$ cat src/padv_pkg.sv
package padv_pkg;

  // ==========================================================
  // Register map and frame format
  localparam logic [4:0] PADV_REG_IDENT_UPPER = 5'h02;
  localparam logic [4:0] PADV_REG_IDENT_LOWER = 5'h03;
  localparam logic [4:0] PADV_REG_ADVERTISE = 5'h04;
  localparam logic [5:0] PADV_PREAMBLE_LEN = 6'h20;
  localparam logic [1:0] PADV_OP_READ = 2'h2;
  localparam logic [1:0] PADV_OP_WRITE = 2'h1;
  localparam logic [4:0] PADV_LEN_OP = 5'h01;
  localparam logic [4:0] PADV_LEN_ADDR = 5'h04;
  localparam logic [4:0] PADV_LEN_TA = 5'h01;
  localparam logic [4:0] PADV_LEN_DATA = 5'h0f;

  // ==========================================================
  // Advertisement field layout and reset value
  localparam int PADV_ADV_NEXT_PAGE = 15;
  localparam int PADV_ADV_REMOTE_FAULT = 13;
  localparam logic [15:0] PADV_ADV_RESET = 16'h01e1;
  localparam logic [15:0] PADV_ADV_RW_MASK = 16'ha000;
  localparam logic [15:0] PADV_ADV_OVR_WRITE_MASK = 16'h5c1f;
  localparam logic [15:0] PADV_ADV_TECH_MASK = 16'h01e0;
  localparam logic [15:0] PADV_ADV_READ_MASK = 16'ha1ff;

  // ==========================================================
  // Types
  typedef enum logic [2:0] {
    PADV_S_PREAMBLE, PADV_S_START, PADV_S_OP, PADV_S_PHYAD, PADV_S_REGAD, PADV_S_TA,
    PADV_S_DATA
  } padv_smi_state_e;

  typedef struct packed {
    logic [1:0] op;
    logic [4:0] phyad;
    logic [4:0] regad;
  } padv_frame_s;

  typedef struct packed {
    logic [15:0] upper;
    logic [15:0] lower;
  } padv_ident_s;

  // Identifier word k (1..24) is octet (k-1)/8, bit (k-1)%8, LSB first
  function automatic padv_ident_s padv_ident_reset(input logic [23:0] oui,
                                                   input logic [5:0] model,
                                                   input logic [3:0] rev);
    padv_ident_s r;
    int o;
    int b;
    r = '0;
    for (int k = 3; k <= 24; k++) begin
      o = (k - 1) / 8;
      b = (k - 1) % 8;
      if (k <= 18) begin
        r.upper[18 - k] = oui[16 - 8 * o + b];
      end else begin
        r.lower[34 - k] = oui[16 - 8 * o + b];
      end
    end
    r.lower[9:4] = model;
    r.lower[3:0] = rev;
    return r;
  endfunction

endpackage

$ cat src/padv_mgmt_regs.sv
`timescale 1ns/1ps
// ==========================================================
// Identifier and advertisement registers behind the management pins
module padv_mgmt_regs #(
  parameter logic [23:0] OUI_VALUE = 24'h5a3c96, // Arbitrary value
  parameter logic [5:0] MODEL_VALUE = 6'h2b, // Arbitrary value
  parameter logic [3:0] REVISION_VALUE = 4'h7 // Arbitrary value
) (
  input wire logic ref_clk,
  input wire logic rst,
  input wire logic mdc,
  input wire logic mdio_in,
  output logic mdio_out,
  output logic mdio_oe,
  input wire logic [4:0] phy_addr,
  input wire logic cmd_override,
  input wire logic config_source_pin,
  input wire logic an_enable,
  input wire logic lcw_load,
  input wire logic lcw_shift,
  output logic [15:0] lcw_word,
  output logic lcw_bit,
  output logic [15:0] adv_view
);

  localparam padv_pkg::padv_ident_s IDENT_RESET =
    padv_pkg::padv_ident_reset(OUI_VALUE, MODEL_VALUE, REVISION_VALUE);

  // ==========================================================
  // Declarations
  logic mdc_rise;
  padv_pkg::padv_smi_state_e state;
  logic [4:0] bit_cnt;
  logic [5:0] pre_cnt;
  padv_pkg::padv_frame_s frame;
  logic [15:0] shift_in;
  logic [15:0] rd_shift;
  logic [4:0] regad_full;
  logic [15:0] wr_data;
  logic last_bit;
  logic frame_hit;
  logic rd_hit;
  logic wr_stb;
  logic [15:0] rd_value;
  logic [15:0] phy_ident_upper;
  logic [15:0] phy_ident_lower;
  logic [15:0] autoneg_advertise;
  logic [15:0] adv_wmask;

  padv_mdc_edge u_edge (
    .ref_clk(ref_clk),
    .rst(rst),
    .mdc(mdc),
    .mdc_rise(mdc_rise)
  );

  // ==========================================================
  // Frame decode helpers
  assign regad_full = {frame.regad[3:0], mdio_in};
  assign wr_data = {shift_in[14:0], mdio_in};
  assign frame_hit = (frame.phyad == phy_addr) &&
                     ((regad_full == padv_pkg::PADV_REG_IDENT_UPPER) ||
                      (regad_full == padv_pkg::PADV_REG_IDENT_LOWER) ||
                      (regad_full == padv_pkg::PADV_REG_ADVERTISE));
  assign last_bit = mdc_rise && (state == padv_pkg::PADV_S_REGAD) &&
                    (bit_cnt == padv_pkg::PADV_LEN_ADDR);
  // Only our three registers are answered; other slices of the PHY answer theirs
  assign rd_hit = last_bit && frame_hit && (frame.op == padv_pkg::PADV_OP_READ);
  assign wr_stb = mdc_rise && (state == padv_pkg::PADV_S_DATA) &&
                  (bit_cnt == padv_pkg::PADV_LEN_DATA) &&
                  (frame.op == padv_pkg::PADV_OP_WRITE) && (frame.phyad == phy_addr);

  // ==========================================================
  // Management frame sequencer, advanced on each mdc rising edge
  always_ff @(posedge ref_clk) begin
    if (rst) begin
      state <= padv_pkg::PADV_S_PREAMBLE;
      bit_cnt <= '0;
      pre_cnt <= '0;
    end else if (mdc_rise) begin
      case (state)
        padv_pkg::PADV_S_PREAMBLE: begin
          if (mdio_in) begin
            if (pre_cnt != padv_pkg::PADV_PREAMBLE_LEN) begin
              pre_cnt <= pre_cnt + 6'h01;
            end
          end else begin
            // A zero after a full preamble is the first start bit
            if (pre_cnt == padv_pkg::PADV_PREAMBLE_LEN) begin
              state <= padv_pkg::PADV_S_START;
            end
            pre_cnt <= '0;
          end
        end
        padv_pkg::PADV_S_START: begin
          bit_cnt <= '0;
          state <= mdio_in ? padv_pkg::PADV_S_OP : padv_pkg::PADV_S_PREAMBLE;
        end
        padv_pkg::PADV_S_OP: begin
          bit_cnt <= (bit_cnt == padv_pkg::PADV_LEN_OP) ? 5'h00 : bit_cnt + 5'h01;
          if (bit_cnt == padv_pkg::PADV_LEN_OP) begin
            state <= padv_pkg::PADV_S_PHYAD;
          end
        end
        padv_pkg::PADV_S_PHYAD: begin
          bit_cnt <= (bit_cnt == padv_pkg::PADV_LEN_ADDR) ? 5'h00 : bit_cnt + 5'h01;
          if (bit_cnt == padv_pkg::PADV_LEN_ADDR) begin
            state <= padv_pkg::PADV_S_REGAD;
          end
        end
        padv_pkg::PADV_S_REGAD: begin
          bit_cnt <= (bit_cnt == padv_pkg::PADV_LEN_ADDR) ? 5'h00 : bit_cnt + 5'h01;
          if (bit_cnt == padv_pkg::PADV_LEN_ADDR) begin
            // Illegal opcodes drop back to hunting for preamble
            if (frame.op == padv_pkg::PADV_OP_READ || frame.op == padv_pkg::PADV_OP_WRITE) begin
              state <= padv_pkg::PADV_S_TA;
            end else begin
              state <= padv_pkg::PADV_S_PREAMBLE;
            end
          end
        end
        padv_pkg::PADV_S_TA: begin
          bit_cnt <= (bit_cnt == padv_pkg::PADV_LEN_TA) ? 5'h00 : bit_cnt + 5'h01;
          if (bit_cnt == padv_pkg::PADV_LEN_TA) begin
            state <= padv_pkg::PADV_S_DATA;
          end
        end
        padv_pkg::PADV_S_DATA: begin
          bit_cnt <= (bit_cnt == padv_pkg::PADV_LEN_DATA) ? 5'h00 : bit_cnt + 5'h01;
          if (bit_cnt == padv_pkg::PADV_LEN_DATA) begin
            state <= padv_pkg::PADV_S_PREAMBLE;
            pre_cnt <= '0;
          end
        end
        default: begin
          state <= padv_pkg::PADV_S_PREAMBLE;
          bit_cnt <= '0;
          pre_cnt <= '0;
        end
      endcase
    end
  end

  // Header and write data capture
  always_ff @(posedge ref_clk) begin
    if (rst) begin
      frame <= '0;
      shift_in <= '0;
    end else if (mdc_rise) begin
      case (state)
        padv_pkg::PADV_S_OP: frame.op <= {frame.op[0], mdio_in};
        padv_pkg::PADV_S_PHYAD: frame.phyad <= {frame.phyad[3:0], mdio_in};
        padv_pkg::PADV_S_REGAD: frame.regad <= regad_full;
        padv_pkg::PADV_S_DATA: shift_in <= wr_data;
        default: shift_in <= shift_in;
      endcase
    end
  end

  // ==========================================================
  // Read path; identifier reads carry no condition at all
  always_comb begin
    case (regad_full)
      padv_pkg::PADV_REG_IDENT_UPPER: rd_value = phy_ident_upper;
      padv_pkg::PADV_REG_IDENT_LOWER: rd_value = phy_ident_lower;
      padv_pkg::PADV_REG_ADVERTISE: rd_value = adv_view;
      default: rd_value = '0;
    endcase
  end

  // Pin driven from flops: zero in the second turnaround bit, then data MSB first
  always_ff @(posedge ref_clk) begin
    if (rst) begin
      rd_shift <= '0;
      mdio_out <= 1'b0;
      mdio_oe <= 1'b0;
    end else if (rd_hit) begin
      rd_shift <= rd_value;
    end else if (mdc_rise && state == padv_pkg::PADV_S_TA && frame.op == padv_pkg::PADV_OP_READ &&
                 frame.phyad == phy_addr && rd_shift_valid(frame.regad)) begin
      if (bit_cnt == 5'h00) begin
        mdio_oe <= 1'b1;
        mdio_out <= 1'b0;
      end else begin
        mdio_out <= rd_shift[15];
        rd_shift <= {rd_shift[14:0], 1'b0};
      end
    end else if (mdc_rise && state == padv_pkg::PADV_S_DATA && mdio_oe) begin
      if (bit_cnt == padv_pkg::PADV_LEN_DATA) begin
        mdio_oe <= 1'b0;
        mdio_out <= 1'b0;
      end else begin
        mdio_out <= rd_shift[15];
        rd_shift <= {rd_shift[14:0], 1'b0};
      end
    end
  end

  function automatic logic rd_shift_valid(input logic [4:0] ra);
    return (ra == padv_pkg::PADV_REG_IDENT_UPPER) || (ra == padv_pkg::PADV_REG_IDENT_LOWER) ||
           (ra == padv_pkg::PADV_REG_ADVERTISE);
  endfunction

  // ==========================================================
  // Identifier registers: override-gated writes only
  always_ff @(posedge ref_clk) begin
    if (rst) begin
      phy_ident_upper <= IDENT_RESET.upper;
      phy_ident_lower <= IDENT_RESET.lower;
    end else if (wr_stb && cmd_override) begin
      if (frame.regad == padv_pkg::PADV_REG_IDENT_UPPER) begin
        phy_ident_upper <= wr_data;
      end
      if (frame.regad == padv_pkg::PADV_REG_IDENT_LOWER) begin
        phy_ident_lower <= wr_data;
      end
    end
  end

  // ==========================================================
  // Advertisement write mask follows override bit and config source
  always_comb begin
    adv_wmask = padv_pkg::PADV_ADV_RW_MASK;
    if (cmd_override) begin
      adv_wmask = adv_wmask | padv_pkg::PADV_ADV_OVR_WRITE_MASK;
      if (config_source_pin) begin
        adv_wmask = adv_wmask | padv_pkg::PADV_ADV_TECH_MASK;
      end
    end
  end

  // Masked bits keep their value, so read-only bits simply ignore the write
  always_ff @(posedge ref_clk) begin
    if (rst) begin
      autoneg_advertise <= padv_pkg::PADV_ADV_RESET;
    end else if (wr_stb && frame.regad == padv_pkg::PADV_REG_ADVERTISE) begin
      autoneg_advertise <= (autoneg_advertise & ~adv_wmask) | (wr_data & adv_wmask);
    end
  end

  // Reserved bits may hold a stored value but always read as zero
  assign adv_view = autoneg_advertise & padv_pkg::PADV_ADV_READ_MASK;

  padv_lcw_sender u_lcw (
    .ref_clk(ref_clk),
    .rst(rst),
    .an_enable(an_enable),
    .adv_view(adv_view),
    .lcw_load(lcw_load),
    .lcw_shift(lcw_shift),
    .lcw_word(lcw_word),
    .lcw_bit(lcw_bit)
  );

  logic adv_wr;
  assign adv_wr = wr_stb && frame.regad == padv_pkg::PADV_REG_ADVERTISE;
endmodule // padv_mgmt_regs

$ cat src/padv_mdc_edge.sv
`timescale 1ns/1ps
// ==========================================================
// Management clock rising-edge detector
module padv_mdc_edge (
  input wire logic ref_clk,
  input wire logic rst,
  input wire logic mdc,
  output logic mdc_rise
);

  logic mdc_prev;

  // Previous level; pin is taken as synchronous already
  always_ff @(posedge ref_clk) begin
    if (rst) begin
      mdc_prev <= 1'b1;
    end else begin
      mdc_prev <= mdc;
    end
  end

  // Held high in reset so a stuck-high clock gives no false edge
  assign mdc_rise = mdc & ~mdc_prev;

endmodule // padv_mdc_edge

$ cat src/padv_lcw_sender.sv
`timescale 1ns/1ps
// ==========================================================
// Link code word holder and serialiser for fast link pulses
module padv_lcw_sender (
  input wire logic ref_clk,
  input wire logic rst,
  input wire logic an_enable,
  input wire logic [15:0] adv_view,
  input wire logic lcw_load,
  input wire logic lcw_shift,
  output logic [15:0] lcw_word,
  output logic lcw_bit
);

  // Page is captured whole so a mid-page register write cannot tear it
  always_ff @(posedge ref_clk) begin
    if (rst) begin
      lcw_word <= '0;
      lcw_bit <= 1'b0;
    end else if (lcw_load && an_enable) begin
      lcw_word <= adv_view;
      lcw_bit <= adv_view[0];
    end else if (lcw_shift && an_enable) begin
      lcw_word <= {1'b0, lcw_word[15:1]};
      lcw_bit <= lcw_word[1];
    end
  end
endmodule // padv_lcw_sender

$ cat config.mk
export PLATFORM = sky130hd
export DESIGN_NAME = padv_mgmt_regs
export DESIGN_NICKNAME = d
export VERILOG_FILES = /design/src/padv_pkg.sv /design/src/padv_mgmt_regs.sv /design/src/padv_mdc_edge.sv /design/src/padv_lcw_sender.sv
export SDC_FILE = /design/constraint.sdc
export NUM_CORES = 1
export LEC_CHECK = 0
export BUFFER_PORTS_ARGS = -buffer_cell sky130_fd_sc_hd__buf_4
export CAP_MARGIN = 20
export CORE_MARGIN = 1.5
export CORE_UTILIZATION = 50
export CTS_CLUSTER_DIAMETER = 100
export DETAILED_ROUTE_END_ITERATION = 12
export GPL_TIMING_DRIVEN = 0
export PLACE_DENSITY_LB_ADDON = 0.05
export SYNTH_ARGS = -nofsm -noshare
export SYNTH_HDL_FRONTEND = slang
export SYNTH_SLANG_ARGS = --single-unit
$ cat constraint.sdc
create_clock -name ref_clk -period 6.97 [get_ports ref_clk]
set_input_delay 1.394 -clock ref_clk [delete_from_list [all_inputs] [get_ports ref_clk]]
set_output_delay 1.394 -clock ref_clk [all_outputs]
set_load 0.03 [all_outputs]
# After elaboration in Yosys (flattened, before gate mapping)
# Cells that the tools add are included.
# W data, S select, Z words.
# classes
n_eq_ne,31
mul,0
addsub,2
n_reduce_logical,45
magnitude_cmp,0
div_mod_pow,0
n_bitwise,9
shift,0
mux,38
# ops
operator,n
$mux W16,7
$pmux W16 S3,1
$and A16 B16 Y16,2
$mux W3,8
$pmux W3 S7,1
$eq A5 B2 Y1 const B,4
$pmux W5 S4,1
$logic_and A1 B1 Y1,18
$mux W6,3
$pmux W6 S3,1
$not A16 Y16,1
$or A16 B16 Y16,1
$reduce_and A2 Y1,8
$eq A5 B3 Y1 const B,3
$mux W15,1
$mux W5,3
$mux W1,10
$ne A2 B2 Y1 const B,5
$eq A3 B3 Y1 const B,3
$mux W9,1
$reduce_and A4 Y1,2
$reduce_and A8 Y1,1
$add A6 B1 Y6 const B,1
$eq A3 B2 Y1 const B,2
other kinds (23),37
# word_totals
in_bits,14
latchBits,0
wordCells,142
regBits,125
ramBits,0
out_inout_bits,35
rom_bits,0
mem_count,0

# Longest topological paths before layout
# depth
depth_word,8
ltp_mapped,10
ltp_nobuf,8

# By module
# A second synthesis with hierarchy kept.
# unflattened
hier_cells,622
hier_area_um2,5575.3
# by_module_without_submodules
module,cells_each,area_each_um2,seq_area_each_um2,n_inst
padv_mgmt_regs,531,4799.6,2042.0,1
padv_lcw_sender,88,743.2,320.3,1
padv_mdc_edge,3,32.5,20.0,1

# Worst setup path before layout
# OpenSTA, ideal clock, no wires.
# synth_path
kind,in2reg
startpoint,input port phy_addr[0]
endpoint,register rd_shift[6]
t_required_ps,6848
setup_time_ps,122
arrival_ps,2905
cell_stages,7
path_buffers,2
slack_ps,3943
cell_sequence,xnor2_1 nand4_2 or4_1 clkbuf_1 buf_2 a31oi_1 a21oi_1
# synth_via
elab_chain_len,6
word_cells_on_any_way,12
cone_classes,eq/ne: 3; mux: 2; reduce/logical: 7
# synth_lines
item,line,rtl
from (decl),padv_mgmt_regs.sv:15,"input wire logic [4:0] phy_addr,"
$eq A5 B5 Y1 (*),"padv_mgmt_regs.sv:61, padv_mgmt_regs.sv:180",
$logic_and A1 B1 Y1,padv_mgmt_regs.sv:61,assign frame_hit = (frame.phyad == phy_addr) &&
$logic_and A1 B1 Y1 (2 in a row),padv_mgmt_regs.sv:68,assign rd_hit = last_bit && frame_hit && (frame.op == padv_pkg::PADV_OP_READ);
"$ne A3 B3 Y1 (no source line), or another cell as far along",-,
$reduce_and A3 Y1 (no source line),-,
to (signal assigned),padv_mgmt_regs.sv:178,rd_shift <= rd_value;
to (signal assigned),padv_mgmt_regs.sv:186,"rd_shift <= {rd_shift[14:0], 1'b0};"
to (signal assigned),padv_mgmt_regs.sv:194,"rd_shift <= {rd_shift[14:0], 1'b0};"
to (decl),padv_mgmt_regs.sv:37,logic [15:0] rd_shift;
# Every way passes the cells marked *; elsewhere a longest branch is shown, timed or not.
# A chain may end at the register's enable or synchronous reset.

# Final worst setup path
# layout_path
startpoint,input port mdc
endpoint,register rd_shift[3]
# layout_via
elab_chain_len,7
word_cells_on_any_way,17
cone_classes,eq/ne: 2; mux: 2; bitwise: 1; reduce/logical: 12
# layout_lines
item,line,rtl
from (decl),padv_mgmt_regs.sv:11,"input wire logic mdc,"
$and A1 B1 Y1 (*),padv_mdc_edge.sv:23,assign mdc_rise = mdc & ~mdc_prev;
$logic_and A1 B1 Y1 (on tied branches) (2 in a row),"padv_mgmt_regs.sv:65, padv_mgmt_regs.sv:179",
$logic_and A1 B1 Y1 (on tied branches),"padv_mgmt_regs.sv:68, padv_mgmt_regs.sv:179",
$logic_and A1 B1 Y1 (on tied branches),"padv_mgmt_regs.sv:68, padv_mgmt_regs.sv:180",
"$ne A3 B3 Y1 (no source line), or another cell as far along",-,
$reduce_and A3 Y1 (no source line) or $mux W16 (tied branches),-,
# Marks and branches as above.

==> flow_metrics.env <==
export IMPL_status="completed"
export IMPL_finalHoldViolCount=0
export IMPL_p_leak_nw=2.58
export IMPL_fmax_ghz=0.328
export IMPL_grt_max_degree=17
export IMPL_design_core_area_mm2=0.0110
export IMPL_rsz0062_at_grt="false"
export IMPL_first_pass_iters=5
export IMPL_routedLengthMet1_mm=7.24
export IMPL_io_pins=49
export IMPL_finalCriticalPeriod_ns=3.05
export IMPL_cp_cell_sequence="buf_4 -> nor2b_1 -> nand3_1 -> nor4b_2 -> clkbuf_1 -> a21o_1 -> a21oi_1"
export IMPL_finalSetupViolCount=0
export IMPL_synth_avg_cell_area_um2=8.50
export IMPL_drive_gt1_share_pct=13.8
export IMPL_vias=5309
export IMPL_p_total_mw=1.77
export IMPL_cts_hold_buffers=0
export IMPL_cp_arrival_ns=3.35
export IMPL_cpLargestDelayFamily="simple AND/OR/NAND/NOR gates"
export IMPL_dr_wl_met3_mm=1.01
export IMPL_cts_buffers_inserted=17
export IMPL_syn_inst=673
export IMPL_antenna_cells=0
export IMPL_grtUsageTotal_pct=28.2
export IMPL_htreeDepth=4
export IMPL_synth_most_common_cell="dfxtp_1"
export IMPL_root_buffer="clkbuf_16"
export IMPL_critPathMaxStageDelay_ns=0.56
export IMPL_cp_max_fo=10
export IMPL_grt_pass1_vias=5147
export IMPL_end_kind="flip-flop"
export IMPL_gp_congestion=0.879
export IMPL_synth_edf_count=0
export IMPL_grt_pass1_wl_mm=25.7
export IMPL_layout_nets=763
export IMPL_routedWlPerCell_um=17.7
export IMPL_drt_iter0_drc=455
export IMPL_nFillCells=958
export IMPL_clock_path_buffers=2
export IMPL_drv_slew=0
export IMPL_wirelength_mm=15.8
export IMPL_cts_resized=0
export IMPL_cts_tree="built"
export IMPL_place_area_mm2=0.00623
export IMPL_path_class="primary input to flip-flop"
export IMPL_synthDistinctLibCells=60
export IMPL_start_util_pct=52.1
export IMPL_synthArstFlopShare_pct=0
export IMPL_seq_area_frac_synth_pct=42.0
export IMPL_fin_cells=892
export IMPL_overflow=0
export IMPL_tns_ns=0
export IMPL_yosysWarnings=0
export IMPL_io_buffers=43
export IMPL_synth_top_area_share_pct=42.0
export IMPL_required_ns=7.27
export IMPL_hold_class="flip-flop to flip-flop"
export IMPL_cp_start_kind="primary input"
export IMPL_ys_ff_latch=120
export IMPL_fin_area_mm2=0.00692
export IMPL_vias_per_cell=5.95
export IMPL_seq_area_mm2=0.00240
export IMPL_dr_wl_met2_mm=7.25
export IMPL_antenna_found_initial=0
export IMPL_synth_flop_cell="dfxtp_1"
export IMPL_tightest_slew_ns=1.05
export IMPL_dieArea_mm2=0.0121
export IMPL_final_util_pct=63.0
export IMPL_synth_commonest_cells="120 x dfxtp_1, 81 x nand2_1, 72 x nor2_1, 64 x a21oi_1, 41 x clkbuf_1"
export IMPL_clkTransAtPathRegs_ns=0.06
export IMPL_slew_headroom_pct=29.6
export IMPL_fin_crit_sh_pct=43.8
export IMPL_multiInputGateArea_mm2=0.00305
export IMPL_drc=0
export IMPL_clock_latency_ns=0.42
export IMPL_powerDensity_mw_per_mm2=256
export IMPL_cp_slowest_cell="nor4b_2"
export IMPL_rows=38
export IMPL_critPathBufInv=2
export IMPL_synth_area_leaders="dfxtp_1 42%, a21oi_1 5.6%, mux2i_1 5.6%"
export IMPL_post_cts_setup_buffers=0
export IMPL_dp_cells=860
export IMPL_cts_sinks=120
export IMPL_hpwl_mm=11.3
export IMPL_fp_dieW_um=110
export IMPL_finClkSkew_ns=0.0114
export IMPL_syn2layout_area_growth_pct=20.9
export IMPL_yosysTopAreaCell="dfxtp_1"
export IMPL_drv_cap=0
export IMPL_die_h_um=110
export IMPL_top_layer_used="met4"
export IMPL_syn_area_mm2=0.00572
export IMPL_ant_nets=0
export IMPL_vdd_drop_max_v=0.000139
report_power, final:
part	switching (mW)	internal, mW	leakage, nW
combinational	0.0491	0.0244	1.29
clock	0.314	0.689	0.327
sequential	0.00403	0.691	0.970
tightest hold or removal path, stage by stage (launching register included):
cell and delay (ns):
dfxtp_1 0.30, o21ai_0 0.06, a21oi_1 0.06
stage by stage:
stage / worst slack [ns] / hold slack, ns
after floorplan: 3.94 / 0.440
after global placement: 3.57 / 0.451
after detailed placement: 3.51 / 0.457
after CTS: 3.94 / 0.460
after global routing: 3.70 / 0.489
final: 3.92 / 0.458
cells by family (layout without fill, tap and decap cells):
kind of cell	after synthesis	count (layout)	share of synthesized area (%)
AND/OR/NAND/NOR	248	248	22.9
other	1	5	0.0656
flip-flops	120	120	42.0
buffers and inverters	66	141	4.92
multiplexers	33	33	5.80
adder cells (fa/ha/maj)	9	9	1.97
XOR/XNOR	10	10	1.53
AO/OA/AOI/OAI	186	186	20.8
state kept, by name, indices dropped and copies added, names as in the netlist, 2 cells and up, named ones only:
name	cells
phy_ident_upper	16
state	3
autoneg_advertise	2
rd_shift	16
u_lcw.lcw_word	16
pre_cnt	6
bit_cnt	5
frame	12
shift_in	15
phy_ident_lower	16
path summary, 6_finish.rpt:
kind | startpoint | endpoint | slack (ns) | cells past startpoint
worst max register to register | bit_cnt[0] | phy_ident_lower[14] | 4.09 | 10
worst min register to register | rd_shift[0] | rd_shift[1] | 0.46 | 2
worst min-delay path | rd_shift[0] | rd_shift[1] | 0.46 | 2
worst max-delay path | mdc | rd_shift[3] | 3.92 | 7
layout by cell type, fill, tap and decap left out, types with 5 or more instances in the layout:
master	count
a222oi_1	11
bufinv_16	6
nor2b_1	9
buf_4	48
nand3_1	12
o31ai_1	16
conb_1	5
a31oi_1	16
a311oi_1	9
dfxtp_1	120
nand4b_1	14
a21oi_1	64
buf_2	6
xnor2_1	6
inv_1	12
a22oi_1	6
nor4_1	5
o21ai_0	29
nor2_1	72
ha_1	9
nand2_1	81
nand2b_1	9
clkbuf_1	42
mux2i_1	32
clkbuf_16	17
a21o_1	15
a211o_1	5
nor4_2	5
final cells by class:
type                            instances  area share (%)
Timing Repair Buffer                   44            4.78
Sequential cell                       120            34.7
Tap cell                              140            2.53
Clock inverter                         11            3.17
Multi-Input combinational cell        491            44.1
Buffer                                 54            3.42
Clock buffer                           20            6.60
Inverter                               12           0.651
layer usage:
metal | track usage, % | vias to the layer above
met1 | 36.2 | 2541
li1 | - | 2565
met2 | 45.5 | 175
met5 | 0 | -
met3 | 6.76 | 28
met4 | 11.8 | 0
Note: power is estimated with default switching activity, not from simulation.
